==> src/include/manual_mv_pkg.sv <==
// package for the manual mv control block: register map, field codes,
// mv range limits in tenths of a percent, bus response codes.
// assumes a 32-bit axi4-lite master and signed 16-bit mv values.
package manual_mv_pkg;
  // ==========================================================
  // register byte offsets
  localparam logic [7:0] CTRL_OFS   = 8'h00;
  localparam logic [7:0] MANMV_OFS  = 8'h04;
  localparam logic [7:0] LIMIT_OFS  = 8'h08;
  localparam logic [7:0] STATUS_OFS = 8'h0C;
  // ==========================================================
  // control register bit positions
  localparam int CTRL_MANUAL_REQ   = 0;
  localparam int CTRL_SEL_ENABLE   = 1;
  localparam int CTRL_PID_MODE     = 2;
  localparam int CTRL_LIMIT_ENABLE = 3;
  localparam int CTRL_DIRECT_POS   = 4;
  localparam int CTRL_FLOATING     = 5;
  localparam int CTRL_HEAT_COOL    = 6;
  localparam int CTRL_VALVE        = 7;
  localparam int CTRL_KEY_UP       = 8;
  localparam int CTRL_KEY_DOWN     = 9;
  localparam logic [9:0] CTRL_RESET = 10'h00A; // select enable and limit enable on
  // ==========================================================
  // mv values in 0.1 percent units
  localparam logic signed [15:0] MV_STD_MIN  = 16'shFFCE; // -5.0
  localparam logic signed [15:0] MV_STD_MAX  = 16'sh041A; // 105.0
  localparam logic signed [15:0] MV_HC_MIN   = 16'shFBE6; // -105.0
  localparam logic signed [15:0] MV_OPEN_THR = 16'sh03E8; // 100.0
  localparam logic signed [15:0] MV_ZERO     = 16'sh0000;
  localparam logic signed [15:0] MV_RAMP_STEP = 16'sh0001;
  localparam logic [15:0] LIM_HI_RESET = 16'h03E8;
  localparam logic [15:0] LIM_LO_RESET = 16'h0000;
  // ==========================================================
  // axi responses
  localparam logic [1:0] RESP_OKAY   = 2'h0;
  localparam logic [1:0] RESP_SLVERR = 2'h2;
endpackage

==> src/hw/manual_mv_control.sv <==
// manual mv control: auto/manual selection, bumpless ramp, valve drives.
// assumes one 125 MHz clock, axi4-lite register access, keys as control
// register bits, feedback error synchronised here, auto mv from the same clock domain.
//
// Functional notes
// entering manual seeds the manual mv with the last automatic mv
// manual mv writes take effect on the output immediately
// manual mode only allowed under pid control, never on/off
// display auto-return is suppressed while manual
// on any mode switch output starts at old mv, then ramps to target
// manual mode and mv are kept across a power loss
// floating or direct-off valve: up key opens, down key closes
// closed control or direct-on valve: manual mv is numeric
// feedback error, limit off: open at >=100, close at <=0
// feedback error, limit on: open at upper, close at lower limit
// manual mv range -5..105, or -105..105 for heating/cooling
// with limiting on, manual mv clamps to lower/upper mv limits
// direct-off valve mv is open, hold or closed; direct-on numeric
// mode switching only while select enable is on; clearing pid mode still forces manual off
// limiting off ignores mv limits; limiting defaults on
// manual mv wins even while the program is in reset
// entering manual aborts auto-tuning
// program segment timing keeps running in manual
// open and close are never driven together
//
// The AXI4-Lite slave port and the placing of the registers were left to the implementer.
`timescale 1ns/10ps
module manual_mv_control
  import manual_mv_pkg::*;
#(
  parameter int MV_W = 16
) (
  // clock, reset, enable
  input  wire logic              aclk,
  input  wire logic              aresetn,
  input  wire logic              ce,
  // axi4-lite slave
  input  wire logic [7:0]        s_axi_awaddr,
  input  wire logic              s_axi_awvalid,
  output logic                   s_axi_awready,
  input  wire logic [31:0]       s_axi_wdata,
  input  wire logic [3:0]        s_axi_wstrb,
  input  wire logic              s_axi_wvalid,
  output logic                   s_axi_wready,
  output logic [1:0]             s_axi_bresp,
  output logic                   s_axi_bvalid,
  input  wire logic              s_axi_bready,
  input  wire logic [7:0]        s_axi_araddr,
  input  wire logic              s_axi_arvalid,
  output logic                   s_axi_arready,
  output logic [31:0]            s_axi_rdata,
  output logic [1:0]             s_axi_rresp,
  output logic                   s_axi_rvalid,
  input  wire logic              s_axi_rready,
  // process side
  input  wire logic signed [MV_W-1:0] auto_mv,
  input  wire logic              feedback_err_pin,
  input  wire logic              power_restored,
  input  wire logic              program_reset,
  input  wire logic              autotune_active,
  // outputs
  output logic signed [MV_W-1:0] mv_out,
  output logic                   valve_open,
  output logic                   valve_close,
  output logic                   manual_active,
  output logic                   display_return_en,
  output logic                   autotune_abort,
  output logic                   segment_timer_run
);
  // ==========================================================
  // state
  typedef struct packed {
    logic [9:0]             ctrl;
    logic signed [MV_W-1:0] man_mv;
    logic signed [MV_W-1:0] lim_hi;
    logic signed [MV_W-1:0] lim_lo;
    logic signed [MV_W-1:0] out_mv;
    logic                   manual;
    logic                   ramping;
    logic                   open;
    logic                   close;
    logic                   abort;
    logic [2:0]             err_sync;
    logic                   err;
    logic                   aw_have;
    logic [7:0]             aw_addr;
    logic                   w_have;
    logic [31:0]            w_data;
    logic [3:0]             w_strb;
    logic                   bvalid;
    logic [1:0]             bresp;
    logic                   rvalid;
    logic [31:0]            rdata;
    logic [1:0]             rresp;
  } state_t;

  state_t s_q;
  state_t s_d;

  logic signed [MV_W-1:0] lo_bound;
  logic signed [MV_W-1:0] hi_bound;
  logic signed [MV_W-1:0] wr_mv;
  logic signed [MV_W-1:0] clamp_mv;
  logic signed [MV_W-1:0] target;
  logic                   err_now;
  logic                   want_manual;
  logic                   do_write;
  logic                   key_mode;
  logic                   o_req;
  logic                   c_req;

  // ==========================================================
  // range of the manual mv for the current configuration
  always_comb begin
    if (s_q.ctrl[CTRL_LIMIT_ENABLE]) begin
      lo_bound = s_q.lim_lo;
      hi_bound = s_q.lim_hi;
    end else begin
      lo_bound = s_q.ctrl[CTRL_HEAT_COOL] ? MV_HC_MIN : MV_STD_MIN;
      hi_bound = MV_STD_MAX;
    end
    wr_mv = s_q.w_data[MV_W-1:0];
    if (wr_mv < lo_bound) begin
      clamp_mv = lo_bound;
    end else if (wr_mv > hi_bound) begin
      clamp_mv = hi_bound;
    end else begin
      clamp_mv = wr_mv;
    end
  end

  assign err_now  = s_q.err; // settled level of the synchronised pin
  assign do_write = s_q.aw_have & s_q.w_have & ~s_q.bvalid;
  // valve keys drive relays only when the mv is not numeric
  assign key_mode = s_q.ctrl[CTRL_VALVE] &
                    (s_q.ctrl[CTRL_FLOATING] | ~s_q.ctrl[CTRL_DIRECT_POS]);

  // ==========================================================
  // next-state logic
  always_comb begin
    s_d = s_q;
    s_d.err_sync = {s_q.err_sync[1:0], feedback_err_pin};
    // flag moves only once the second and third stages agree
    if (s_q.err_sync[1] == s_q.err_sync[2]) begin
      s_d.err = s_q.err_sync[2];
    end
    s_d.abort = 1'b0;
    // bus channel capture
    if (s_axi_awvalid && !s_q.aw_have) begin
      s_d.aw_have = 1'b1;
      s_d.aw_addr = s_axi_awaddr;
    end
    if (s_axi_wvalid && !s_q.w_have) begin
      s_d.w_have = 1'b1;
      s_d.w_data = s_axi_wdata;
      s_d.w_strb = s_axi_wstrb;
    end
    if (s_q.bvalid && s_axi_bready) begin
      s_d.bvalid = 1'b0;
    end
    if (do_write) begin
      s_d.aw_have = 1'b0;
      s_d.w_have  = 1'b0;
      s_d.bvalid  = 1'b1;
      s_d.bresp   = RESP_OKAY;
      // partial strobes are taken as full words: fields are not byte aligned
      unique case (s_q.aw_addr)
        CTRL_OFS: s_d.ctrl = s_q.w_data[9:0];
        MANMV_OFS: begin
          if (s_q.manual && !key_mode) begin
            s_d.man_mv = clamp_mv;
          end
        end
        LIMIT_OFS: begin
          s_d.lim_lo = s_q.w_data[MV_W-1:0];
          s_d.lim_hi = s_q.w_data[31:16];
        end
        default: s_d.bresp = RESP_SLVERR;
      endcase
    end
    // read channel
    if (s_q.rvalid && s_axi_rready) begin
      s_d.rvalid = 1'b0;
    end
    if (s_axi_arvalid && !s_q.rvalid) begin
      s_d.rvalid = 1'b1;
      s_d.rresp  = RESP_OKAY;
      unique case (s_axi_araddr)
        CTRL_OFS:   s_d.rdata = {22'h0, s_q.ctrl};
        MANMV_OFS:  s_d.rdata = {{(32-MV_W){s_q.man_mv[MV_W-1]}}, s_q.man_mv};
        LIMIT_OFS:  s_d.rdata = {s_q.lim_hi, s_q.lim_lo};
        STATUS_OFS: s_d.rdata = {16'h0000, s_q.out_mv[7:0], 3'h0, err_now,
                                 s_q.close, s_q.open, s_q.ramping, s_q.manual};
        default: begin
          s_d.rdata = 32'h00000000;
          s_d.rresp = RESP_SLVERR;
        end
      endcase
    end
    // mode switching, manual mode kept through power restore
    want_manual = s_q.ctrl[CTRL_MANUAL_REQ] & s_q.ctrl[CTRL_PID_MODE];
    if (s_q.ctrl[CTRL_SEL_ENABLE] && (want_manual != s_q.manual)) begin
      s_d.manual  = want_manual;
      s_d.ramping = 1'b1; // out_mv holds the pre-switch value
      if (want_manual) begin
        s_d.man_mv = s_q.out_mv; // out_mv equals last auto mv
        s_d.abort  = autotune_active;
      end
    end else if (!s_q.ctrl[CTRL_PID_MODE] && s_q.manual) begin
      s_d.manual = 1'b0;
      s_d.ramping = 1'b1; // a forced exit ramps as well
    end
    // power restore does not touch manual or man_mv
    // output mv: manual has priority over program reset
    target = s_q.manual ? s_q.man_mv : auto_mv;
    if (s_d.manual != s_q.manual) begin
      s_d.out_mv = s_q.out_mv; // old mv stands on the switch edge
    end else if (s_q.manual && !s_q.ramping) begin
      s_d.out_mv = s_q.man_mv;
    end else if (!s_q.ramping) begin
      s_d.out_mv = auto_mv;
    end else if (s_q.out_mv < target) begin
      s_d.out_mv = s_q.out_mv + MV_RAMP_STEP;
    end else if (s_q.out_mv > target) begin
      s_d.out_mv = s_q.out_mv - MV_RAMP_STEP;
    end else begin
      s_d.ramping = 1'b0;
    end
    // valve drives
    o_req = 1'b0;
    c_req = 1'b0;
    if (s_q.ctrl[CTRL_VALVE] && s_q.manual) begin
      if (err_now) begin
        if (s_q.ctrl[CTRL_LIMIT_ENABLE]) begin
          o_req = (s_q.man_mv == s_q.lim_hi);
          c_req = (s_q.man_mv == s_q.lim_lo);
        end else begin
          o_req = (s_q.man_mv >= MV_OPEN_THR);
          c_req = (s_q.man_mv <= MV_ZERO);
        end
      end else if (key_mode) begin
        o_req = s_q.ctrl[CTRL_KEY_UP];   // open/hold/closed
        c_req = s_q.ctrl[CTRL_KEY_DOWN];
      end
    end
    s_d.open  = o_req & ~c_req;
    s_d.close = c_req & ~o_req;
  end

  // ==========================================================
  // state register; synchronous reset wins over ce, ce low freezes all other updates
  always_ff @(posedge aclk) begin
    if (!aresetn) begin
      s_q <= '0;
      s_q.ctrl   <= CTRL_RESET;
      s_q.lim_hi <= LIM_HI_RESET;
      s_q.lim_lo <= LIM_LO_RESET;
    end else if (ce) begin
      s_q <= s_d;
    end
  end

  // ==========================================================
  // outputs
  assign s_axi_awready     = ~s_q.aw_have;
  assign s_axi_wready      = ~s_q.w_have;
  assign s_axi_bvalid      = s_q.bvalid;
  assign s_axi_bresp       = s_q.bresp;
  assign s_axi_arready     = ~s_q.rvalid;
  assign s_axi_rvalid      = s_q.rvalid;
  assign s_axi_rdata       = s_q.rdata;
  assign s_axi_rresp       = s_q.rresp;
  assign mv_out            = s_q.out_mv;
  assign valve_open        = s_q.open;
  assign valve_close       = s_q.close;
  assign manual_active     = s_q.manual;
  assign display_return_en = ~s_q.manual;
  assign autotune_abort    = s_q.abort;
  assign segment_timer_run = ~program_reset; // independent of manual

  // ==========================================================
  // checks
  // ce in an antecedent is the one sampled at the edge that moves the state
  chk_no_both_drive: assert property (@(posedge aclk) disable iff (!aresetn)
    !(valve_open && valve_close)) else $error("open and close together");
  chk_seed_manual: assert property (@(posedge aclk) disable iff (!aresetn)
    ce && $rose(s_q.manual) |-> s_q.man_mv == $past(s_q.out_mv))
    else $error("manual mv not seeded");
  chk_pid_only: assert property (@(posedge aclk) disable iff (!aresetn)
    ce && !s_q.ctrl[CTRL_PID_MODE] |=> !s_q.manual || !ce)
    else $error("manual without pid");
  chk_display_hold: assert property (@(posedge aclk) disable iff (!aresetn)
    manual_active |-> !display_return_en) else $error("display return in manual");
  chk_bump_start: assert property (@(posedge aclk) disable iff (!aresetn)
    ce && $changed(s_q.manual) |-> mv_out == $past(mv_out) || !$past(ce))
    else $error("mv stepped on switch");
  chk_ramp_step: assert property (@(posedge aclk) disable iff (!aresetn)
    s_q.ramping && $past(s_q.ramping) && $past(ce) |->
    (mv_out - $past(mv_out)) inside {16'sh0000, 16'sh0001, 16'shFFFF})
    else $error("ramp step too big");
  chk_sel_gate: assert property (@(posedge aclk) disable iff (!aresetn)
    ce && !s_q.ctrl[CTRL_SEL_ENABLE] && s_q.ctrl[CTRL_PID_MODE] |=>
    $stable(s_q.manual) || $changed(s_q.ctrl)) else $error("switch while disabled");
  chk_err_open: assert property (@(posedge aclk) disable iff (!aresetn)
    ce && s_q.ctrl[CTRL_VALVE] && s_q.manual && err_now &&
    !s_q.ctrl[CTRL_LIMIT_ENABLE] && s_q.man_mv >= MV_OPEN_THR |=> valve_open || !ce)
    else $error("open missing on feedback error");
  chk_abort_tune: assert property (@(posedge aclk) disable iff (!aresetn)
    ce && $rose(s_q.manual) && $past(autotune_active) |-> autotune_abort)
    else $error("autotune not aborted");

  // manual value on the output, its range, and manual kept on power restore
  chk_manual_follow: assert property (@(posedge aclk) disable iff (!aresetn)
    ce && s_q.manual && !s_q.ramping && s_d.manual |=> mv_out == $past(s_q.man_mv))
    else $error("manual mv not on output");
  chk_prog_priority: assert property (@(posedge aclk) disable iff (!aresetn)
    ce && program_reset && s_q.manual && !s_q.ramping && s_d.manual |=>
    mv_out == $past(s_q.man_mv)) else $error("program reset overrode manual mv");
  chk_man_range: assert property (@(posedge aclk) disable iff (!aresetn)
    ce && do_write && s_q.aw_addr == MANMV_OFS && s_q.manual && !key_mode |=>
    s_q.man_mv >= $past(lo_bound) && s_q.man_mv <= $past(hi_bound))
    else $error("manual mv outside its range");
  chk_power_hold: assert property (@(posedge aclk) disable iff (!aresetn)
    ce && power_restored && s_q.manual && want_manual |=> manual_active)
    else $error("manual lost on power restore");

  // valve drives from keys and on feedback error
  chk_key_open: assert property (@(posedge aclk) disable iff (!aresetn)
    ce && s_q.manual && !err_now && key_mode && s_q.ctrl[CTRL_KEY_UP] &&
    !s_q.ctrl[CTRL_KEY_DOWN] |=> valve_open) else $error("up key did not open");
  chk_err_close: assert property (@(posedge aclk) disable iff (!aresetn)
    ce && s_q.ctrl[CTRL_VALVE] && s_q.manual && err_now &&
    !s_q.ctrl[CTRL_LIMIT_ENABLE] && s_q.man_mv <= MV_ZERO |=> valve_close)
    else $error("close missing on feedback error");
  chk_lim_open: assert property (@(posedge aclk) disable iff (!aresetn)
    ce && s_q.ctrl[CTRL_VALVE] && s_q.manual && err_now && s_q.ctrl[CTRL_LIMIT_ENABLE] &&
    s_q.man_mv == s_q.lim_hi && s_q.lim_hi != s_q.lim_lo |=> valve_open)
    else $error("open missing at upper limit");
  chk_fault_idle: assert property (@(posedge aclk) disable iff (!aresetn)
    ce && s_q.ctrl[CTRL_VALVE] && s_q.manual && err_now && s_q.ctrl[CTRL_LIMIT_ENABLE] &&
    s_q.man_mv != s_q.lim_hi && s_q.man_mv != s_q.lim_lo |=> !valve_open && !valve_close)
    else $error("drive on between limits");

  // main scenarios
  cov_enter_manual: cover property (@(posedge aclk) $rose(manual_active));
  cov_ramp_done: cover property (@(posedge aclk) $fell(s_q.ramping));
  cov_err_close: cover property (@(posedge aclk) valve_close && err_now);
  cov_key_open: cover property (@(posedge aclk) valve_open && !err_now);
  cov_lim_open: cover property (@(posedge aclk) valve_open && err_now && s_q.ctrl[CTRL_LIMIT_ENABLE]);
endmodule

==> config.mk <==
export PLATFORM = sky130hd
export DESIGN_NAME = manual_mv_control
export DESIGN_NICKNAME = d
export VERILOG_FILES = /design/src/include/manual_mv_pkg.sv /design/src/hw/manual_mv_control.sv
export SDC_FILE = /design/constraint.sdc
export NUM_CORES = 1
export LEC_CHECK = 0
export ABC_CLOCK_PERIOD_IN_PS = 4500
export BUFFER_PORTS_ARGS = -buffer_cell sky130_fd_sc_hd__buf_2
export CELL_PAD_IN_SITES_DETAIL_PLACEMENT = 1
export CELL_PAD_IN_SITES_GLOBAL_PLACEMENT = 1
export CORE_MARGIN = 2
export CORE_UTILIZATION = 39
export CTS_CLUSTER_DIAMETER = 200
export CTS_CLUSTER_SIZE = 20
export DETAILED_ROUTE_END_ITERATION = 10
export GPL_TIMING_DRIVEN = 0
export PLACE_DENSITY = 0.73
export SYNTH_ARGS = -nofsm -noshare
export SYNTH_HDL_FRONTEND = slang
export SYNTH_SLANG_ARGS = --single-unit
==> constraint.sdc <==
create_clock -name aclk -period 4.5 [get_ports aclk]
set_input_delay 0.225 -clock aclk [delete_from_list [all_inputs] [get_ports aclk]]
set_output_delay 0.225 -clock aclk [all_outputs]
set_load 0.01 [all_outputs]
**Word level (Yosys, flattened, before mapping)**

Index checks and enable logic that the tools add are counted.

- Add/subtract/negate cells: 2
- $mul: 0
- Divide/modulo/power cells: 0
- $lt $le $gt $ge: 6
- Equality and inequality tests: 11
- Shift-type cells: 0
- Mux-type cells: 44
- Bitwise logic cells: 17
- Reductions and logical operators: 36

Operators by type and width:

| cell | number |
|---|---|
| two-way mux 16 bit | 13 |
| case mux 32 bit (4 select lines) | 1 |
| two-way mux 48 bit | 1 |
| two-way mux 37 bit | 1 |
| two-way mux 35 bit | 1 |
| == test 16 bit | 2 |
| greater-than comparator 16 bit | 2 |
| less-than comparator 16 bit | 2 |
| two-way mux 32 bit | 1 |
| == test 8 x 4 -> 1 bit (second input constant) | 3 |
| two-way mux 1 bit | 19 |
| AND reduction 2 bit | 9 |
| adder 16 x 2 -> 16 bit (second input constant) | 1 |
| == test 8 x 3 -> 1 bit (second input constant) | 2 |
| >= comparator 16 x 11 -> 1 bit (second input constant) | 1 |
| less-or-equal comparator 16 x 1 -> 1 bit (second input constant) | 1 |
| zero test 8 bit | 2 |
| subtractor 16 x 2 -> 16 bit (second input constant) | 1 |
| two-way mux 11 bit | 1 |
| logical AND 1 bit | 10 |
| inverter 1 bit | 10 |
| two-way mux 9 bit | 1 |
| AND reduction 3 bit | 3 |
| two-way mux 2 bit | 4 |
| 10 further kinds | 24 |

- Bits in registers: 167
- Latch bits: 0
- Bits in writable memories: 0
- ROM bits: 0
- Word-level logic and storage cells: 138
- Memories: 0

**Logic depth before layout (Yosys ltp)**

Gate-level depths: netlist of run 1.

- Word-level depth: 10
- Mapped depth: 19
- Depth with buffers taken out: 15

**Worst setup path after synthesis of run 1**

OpenSTA, ideal clock, no wires.

- Path type: flip-flop to flip-flop
- From: reg s_q (netlist bit manual_active)
- To: reg s_q (netlist bit mv_out[10])
- Library setup time: 0.079 ns
- Arrival time: 4.728 ns
- Data required time: 4.421 ns
- Setup slack: -0.307 ns
- Cell stages (with the launch flop): 20
- Clock period less this slack: 4.807 ns
- Cells stage by stage: dfxtp_1 buf_1 buf_1 mux2i_1 ha_1 a211oi_2 o211ai_1 and3_4 or4_4 buf_6 nand2_2 buf_2 xnor2_1 ha_1 nor4_1 nand3b_1 nor4_1 nand3_1 and2_1 o211ai_1

- Word-level cells in the longest chain between the ends: 6
- Elaborated cells on any way between the ends: 16
- Classes of those cells: order compare: 2; eq/ne: 3; mux: 6; bitwise: 1; reduce/logical: 4

Ends and longest elaborated chain:

| element | line | RTL |
|---|---|---|
| start, declared | manual_mv_control.sv:97 | `state_t s_q;` |
| parallel branches: the longest is 6 deep, another holds less-than comparator 16 bit | n/a |  |

Several ways; the timed one is not identified.
A chain may end at the register's enable or synchronous reset.

**Worst setup path in the final report of run 1**

- From: reg s_q[156] (netlist name)
- To: reg s_q (netlist bit mv_out[8])

- Word-level cells in the longest chain between the ends: 5
- Elaborated cells on any way between the ends: 8
- Classes of those cells: order compare: 2; eq/ne: 1; mux: 4; reduce/logical: 1

Ends and longest elaborated chain:

| element | line | RTL |
|---|---|---|
| two-way mux 16 bit * | manual_mv_control.sv:215 | `target = s_q.manual ? s_q.man_mv : auto_mv;` |
| less-than comparator 16 bit | manual_mv_control.sv:222 | `end else if (s_q.out_mv < target) begin` |
| two-way mux 16 bit | manual_mv_control.sv:222 |  |
| two-way mux 16 bit | manual_mv_control.sv:220 | `end else if (!s_q.ramping) begin` |
| two-way mux 16 bit | manual_mv_control.sv:218 | `end else if (s_q.manual && !s_q.ramping) begin` |

Mark *: on every way between the ends. The rest lies on a longest branch, timed or not.

==> results.md, run 1 <==
* Max rail drop VDD at roughly 160 uV
* Hold Startpoint: s_axi_wdata[26]
* Critical-path cell list: mux2i_1, ha_1, nand4_1, nor4_4, a21boi_4, or4_4, buf_6, nand2_4, buf_8, xnor2_1, ha_2, nor4_4, nand3b_1, buf_4, buf_4, o311ai_2, o211ai_2
* Fmax at about 0.22 GHz
* WP buf/inv at 4
* Slowest-stage cell, CP: dfxtp_1
* Slew @ Worst Pin at roughly 1.2 ns
* Most frequent cells after synthesis: nand2_1, dfxtp_1, a21oi_1
* Rel. slew slack at 20.6%
* FF-to-FF setup slack at 0.05 ns
* YS warnings at 0
* RR Endpoint: mv_out[8]
* Clk buf depth at 2
* CP Data Arrival Time at roughly 4.8 ns
* Global route overflow at 0
* Levels on crit path at 17
* Final setup violation count at 0
* 1st-pass router iterations at 6
* Synth Cell Area at 0.0100 sq mm
* Power density over the cells at approximately 300 mW/mm^2
* Row count at a little under 60
* Clock latency on the worst-skew pair at 0.44 ns
* Min Clock Period, post-route at approximately 4.4 ns
* Hpwl dp at around 29000 um
* ANT cells at 0
* CP top delay family: simple AND/OR/NAND/NOR gates
* Fin. Hold Viols at 0
* Synth async-reset ratio at 0%
* Area of the core at roughly 0.025 sq mm
* Post-synth top flop: dfxtp_1
* Starting Density at 39.8%
* Met1 GRT Util at 39.1%
* Syn Inst Count at 1271
* Cell chosen for the clock root: clkbuf_16
* Critical path type: flop to flop
* CTS Hold Bufs at 0
* Sink Count at approximately 160
* Chip width at between 150 and 200 um
* Die ar. at around 0.027 sq mm
* IO Pins at between 100 and 150
* Vias in the first global route at approximately 10000
* Sequential share of the synthesized area at approximately 32%
* Global route hottest layer: met2
* Max-Cap Viols at 0
* Hold endpoint: s_q[68]
* Startpoint Class: flop
* Share of cells above drive strength 1 at about 22%
* GRT Total Usage at 28.4%
* DRC Markers at 0
* Antenna violations before repair at 0
* Largest area contributor in the netlist: dfxtp_1
* Initial DRC Count at 814
* Crit. End Element: flop
* Post-synth EDFFs at 0
* Worst flop-to-flop path startpoint: s_q[156]
* Vias at 10100
* Status: completed
* Count of pins over their slew limit at 0
* IO Port Bufs at around 130
* Layout area overhead at 19.8%
* Met2 usage at a little under half
* TritonCTS clock tree: yes
* DRT Wirelength at about 39000 um
* CTS Buf Count at 17
* First-pass GRT wire length at 58300 um
* Htree depth at 4
* Largest net degree at the start of global routing at 17
* Antenna-violating nets left at 0
* Leakage at ~4.9 nW
* Reg clk slew, reported paths at 0.07 ns
* Post-synthesis register bit count at approximately 160
* Final Cycle Share at 98.8%
* Setup TNS at 0 ns
* WL/cell at 21.9 um
* HP Class: input port to flop
* Placed Instance Area at 0.0111 sq mm
* Met3 Resource Use GR at 4.34%
* GP Congestion at between 0.9 and 1
* Critical Path RT at about 4.8 ns
* Post-synthesis cell type count at 74
* Count leader, synth: nand2_1
* Main area contributors after synthesis: dfxtp_1, nand2_1, a21oi_1, ha_1, mux2i_1
* Worst Reg-to-Reg Cells at 17
* Chip height at between 150 and 200 um
* Max Fanout on Critical Path at 10
* # nets final at between 1500 and 2000
* Vias per Instance at about 5.7
* Clk_skew at a little over 0.02 ns
* Max stage delay on crit path at roughly 0.6 ns
* Setup crit start: s_q[156]
* Worst hold path cell count at 3
* Share of the synthesized area in the top cell type at between 30% and 40%
* Post-route cell area at 0.0120 sq mm
* Syn_area_per_cell at just under 8 sq um
cells by family (layout without fill, tap and decap cells):
kind of cell / after synthesis / after routing / share of synthesized area [%]
AND/OR/NAND/NOR: 489 / 489 / 22.7
AO/OA/AOI/OAI: 279 / 279 / 18.2
buffers and inverters: 184 / 352 / 9.43
flip-flops: 161 / 161 / 32.1
multiplexers: 76 / 76 / 8.74
adder cells (fa/ha/maj): 48 / 48 / 5.98
XOR/XNOR: 33 / 33 / 2.88
other: 1 / 2 / 0.0373
final cells by class:
| cell class | instances | area [sq um] |
|---|---|---|
| inverter | 36 | 135 |
| tap | 330 | 413 |
| sequential | 161 | 3230 |
| buffer | 139 | 821 |
| clock buffer | 20 | 447 |
| clock inverter | 9 | 134 |
| multi-input combinational | 927 | 6080 |
| fill | 3138 | 13200 |
| timing repair buffer | 148 | 782 |
where the power goes:
part	internal, W	switching (W)
Clock	0.000881	0.000617
Combinational	0.000229	0.000342
Sequential	0.00145	0.0000504
Total	0.00256	0.00101
layout by cell type, fill, tap and decap left out, types with 12 or more instances in the layout:
master     instances
xor2_1            16
nand4_1           12
clkbuf_16         17
mux2_2            24
nand3_1           35
dfxtp_1          159
buf_2            140
inv_1             34
nor2_1           103
ha_1              45
xnor2_1           17
mux2i_1           39
clkbuf_1          70
a21oi_1          126
o211ai_1          13
nor3_1            17
nand2_1          214
and2_1            25
buf_4             66
o21ai_0           26
o221ai_1          14
a22oi_1           32
worst max-delay path by stage:
stage	endpoint	slack (ns)
after global routing	mv_out[14]	-0.05
after CTS	mv_out[10]	0.04
after floorplan	mv_out[10]	0.06
after global placement	mv_out[10]	-1.04
after detailed placement	mv_out[10]	-1.18
final	mv_out[8]	0.05
layer usage:
layer	share of wire [%]	up-vias	wire length (um)
met1	45	4893	17400
met3	7.1	80	2750
met5	0	-	0
met4	2.8	0	1070
li1	-	4729	-
met2	45	430	17600
state kept, by name, indices dropped and copies added, names as in the netlist, 2 cells and up:
| signal | cells |
|---|---|
| s_d | 2 |
| mv_out | 16 |
| s_q | 102 |
| s_axi_rdata | 32 |
what timing repair did:
action | 4_1_cts | 5_1_grt
setup endpoints to repair | 8 | 5
pin swaps | 3 | 7
setup buffers | 3 | 12
gates resized for setup | 23 | 25
worst min-delay path: cells and delay by family:
| kind | cells | cell delay, ns |
|---|---|---|
| and+or+nand+nor | 1 | 0.04 |
| AOI/OAI and AO/OA | 1 | 0.05 |
| buffers and inverters | 1 | 0.09 |
per-stage QoR:
stage / instances / hold WS (ns) / power [W] / util [%] / setup slack, ns
6_report: 1770 / 0.0178 / 0.00357 / 47.7 / 0.0532
5_1_grt: 1770 / 0.0297 / 0.00370 / 47.7 / -0.0535
4_1_cts: 1765 / 0.0140 / 0.00356 / 46.9 / 0.0397
3_5_place_dp: 1735 / 0.449 / 0.00205 / 44.1 / -1.18
3_3_place_gp: 1735 / 0.442 / 0.00204 / 44.1 / -1.04
2_1_floorplan: 1272 / 0.361 / 0.00186 / - / 0.0560
(Power assumes the default switching activity.)
==> run 2, diff against run 1 <==
--- a/config.mk
+++ b/config.mk
@@ -15,7 +15,7 @@
 export CTS_CLUSTER_SIZE = 20
 export DETAILED_ROUTE_END_ITERATION = 10
 export GPL_TIMING_DRIVEN = 0
-export PLACE_DENSITY = 0.73
+export PLACE_DENSITY_LB_ADDON = 0.1
 export SYNTH_ARGS = -nofsm -noshare
 export SYNTH_HDL_FRONTEND = slang
 export SYNTH_SLANG_ARGS = --single-unit
==> run 2 against run 1 <==
Effect of this change: routed wire length is 0.24% lower; via count is 0.25% lower; combinational power is 1% lower; sequential share of layout area is 0.15 points higher; worst hold slack worse by 0.0050 ns; clock-buffer cell count is 3 lower; register-to-register slack better by 0.07 ns; setup slack better by 0.069 ns; total power is 1.3% higher; critical endpoint is now mv_out[14].
==> results.md, run 2 (synthesis gave the netlist of run 1 again) <==
* Critical Path RT at 4.82 ns (about the same)
* Initial DRC Count at 714 (was 814)
* Fin. Hold Viols at 0 (unchanged)
* Setup TNS at 0 ns (unchanged)
* Sink Count at 161 (unchanged)
* Setup crit start: manual_active (was s_q[156])
* RR Endpoint: mv_out[14] (was mv_out[8])
* Fin worst setup slack at 0.122 ns (was 0.0532 ns)
* Psw at 0.00106 W (was 0.00101 W)
* CP Data Arrival Time at 4.70 ns (was 4.76 ns)
* Hpwl dp at 28900 um (was 28800 um)
* Clock share of power at 43.0% (was 41.9%)
* Starting Density at 39.8% (unchanged)
* Fmax at 0.228 GHz (was 0.225 GHz)
* CTS Buf Count at 17 (unchanged)
* Antenna-violating nets left at 0 (unchanged)
* Critical path type: flop to flop (unchanged)
* Global route overflow at 0 (unchanged)
* Antenna violations before repair at 0 (unchanged)
* GP Congestion at 0.934 (was 0.932)
* Status: completed (unchanged)
* Final core occ at 47.4% (was 47.7%)
* Max FFs per register at 102 (unchanged)
* Vias in the first global route at 10100 (was 10000)
* # nets final at 1553 (was 1558)
* Area of the core at 0.0253 sq mm (unchanged)
* Pint at 0.00256 W (about the same)
* Max Fanout on Critical Path at 10 (unchanged)
* Vias at 10100 (about the same)
* DRC Markers at 0 (unchanged)
* Sw Share at 29.3% (was 28.2%)
* 1st-pass router iterations at 5 (was 6)
* Multi-input logic area at 0.00602 sq mm (was 0.00608 sq mm)
* DRT Wirelength at 38700 um (was 38800 um)
* Max-Cap Viols at 0 (unchanged)
* Crit. End Element: flop (unchanged)
* Reg clk slew, reported paths at 0.07 ns (about the same)
* CTS Hold Bufs at 0 (unchanged)
* WL/cell at 21.9 um (about the same)
* GRT Total Usage at 28.7% (was 28.4%)
* CP Capture Point: mv_out[14] (was mv_out[8])
* Clock latency on the worst-skew pair at 0.44 ns (about the same)
* Share of cells above drive strength 1 at 21.7% (was 22.1%)
* First-pass GRT wire length at 58200 um (was 58300 um)
* FF-to-FF setup slack at 0.12 ns (was 0.05 ns)
* Sequential share of power at 41.5% (was 42.1%)
* Chip height at 165 um (unchanged)
* Non-Filler Instances at 1766 (was 1770)
* Layout area overhead at 19.2% (was 19.8%)
* Chip width at 165 um (unchanged)
* Post-Place Worst Slack at -1.32 ns (was -1.18 ns)
* Rel. slew slack at 11.9% (was 20.6%)
* Comb pwr share at 15.5% (was 16.0%)
* IO Pins at 143 (unchanged)
* Biggest register: s_q (unchanged)
* Min Clock Period, post-route at 4.38 ns (was 4.45 ns)
* Worst flop-to-flop path startpoint: manual_active (was s_q[156])
* Vias per Instance at 5.72 (about the same)
* Most common cell after layout, fill and taps aside: nand2_1 (unchanged)
* TritonCTS clock tree: yes (unchanged)
* Worst Reg-to-Reg Cells at 18 (was 17)
* IO Port Bufs at 133 (unchanged)
* Placed Cells at 1735 (unchanged)
* Final setup violation count at 0 (unchanged)
* Largest net degree at the start of global routing at 17 (unchanged)
* Count of pins over their slew limit at 0 (unchanged)
* Cell chosen for the clock root: clkbuf_16 (unchanged)
* Clk buf depth at 2 (unchanged)
* Slew @ Worst Pin at 1.31 ns (was 1.18 ns)
* Max rail drop VDD at 191 uV (was 165 uV)
* Reg area at 0.00323 sq mm (unchanged)
* Clk_skew at 0.0119 ns (was 0.0201 ns)
* Power Total at 0.00362 W (was 0.00357 W)
* Die ar. at 0.0271 sq mm (unchanged)
* Row count at 58 (unchanged)
* Startpoint Class: flop (unchanged)
* Leakage at 4.87 nW (was 4.85 nW)
* Fillers at 3170 (was 3138)
* HP Class: input port to flop (unchanged)
* ANT cells at 0 (unchanged)
* Htree depth at 4 (unchanged)
* Most frequent cells in the layout: nand2_1, dfxtp_1, buf_2 (unchanged)
* Power density over the cells at 302 mW/mm^2 (was 297 mW/mm^2)
* Final Cycle Share at 97.3% (was 98.8%)
[run 2: metrics by stage]
step,cell area (sq um),hold slack (ns)
2_1_floorplan,10100,0.361
3_3_place_gp,11100,0.441
3_5_place_dp,11100,0.451
4_1_cts,11900,0.00436
5_1_grt,12000,0.0124
6_report,12000,0.0128
[run 2: worst min-delay path by stage]
stage,start,endpoint,cells past startpoint
5_1_grt,s_axi_wdata[11],s_q[53],3
3_3_place_gp,s_q[83],s_q[83],2
2_1_floorplan,s_axi_wdata[16],s_q[58],2
4_1_cts,s_axi_awaddr[0],s_q[75],3
6_report,s_axi_awaddr[0],s_q[75],3
3_5_place_dp,s_q[67],s_q[67],2
[run 2: worst max-delay path, stage by stage, from the launching register on]
cell and delay [ns]:
dfxtp_4 0.38, buf_12 0.16, buf_12 0.16, mux2i_4 0.30, ha_4 0.24, a211oi_2 0.21, o211ai_1 0.15, and3_4 0.22
or4_4 0.58, nand2_4 0.17, buf_8 0.13, xnor2_1 0.07, ha_2 0.25, nor4_4 0.27, nand3b_1 0.23, buf_6 0.19
nor4_4 0.16, a311oi_1 0.10, a221o_1 0.28
[run 2: area by class of cell]
class,instances,area share (%)
inverter,36,1.13
clock inverter,13,1.48
clock buffer,17,3.55
multi-input combinational,927,50.3
timing repair buffer,147,6.47
sequential,161,27.0
tap,330,3.45
buffer,135,6.67
[run 2: power groups by stage]
stage	clock network [W]	registers, W	logic [W]
final	0.00156	0.00150	0.000563
after global routing	0.00164	0.00151	0.000609
after CTS	0.00157	0.00150	0.000545
after detailed placement	0	0.00153	0.000519
after global placement	0	0.00153	0.000507
after floorplan	0	0.00151	0.000349
[run 2: per-layer routing]
layer  GRT usage (%)  share of wire (%)  vias to the layer above
met3            5.95                7.5                       89
met1            39.2                 45                     4884
li1                -                  -                     4735
met4            10.1                3.2                        0
met5               0                  0                        -
met2            44.8                 44                      399
[run 2: what timing repair did]
action                                 CTS  global route
buffers inserted                         5             9
setup endpoints to repair                8             5
endpoints found under the hold margin    0             0
pin swaps                                3             9
gates resized for setup                 23            14
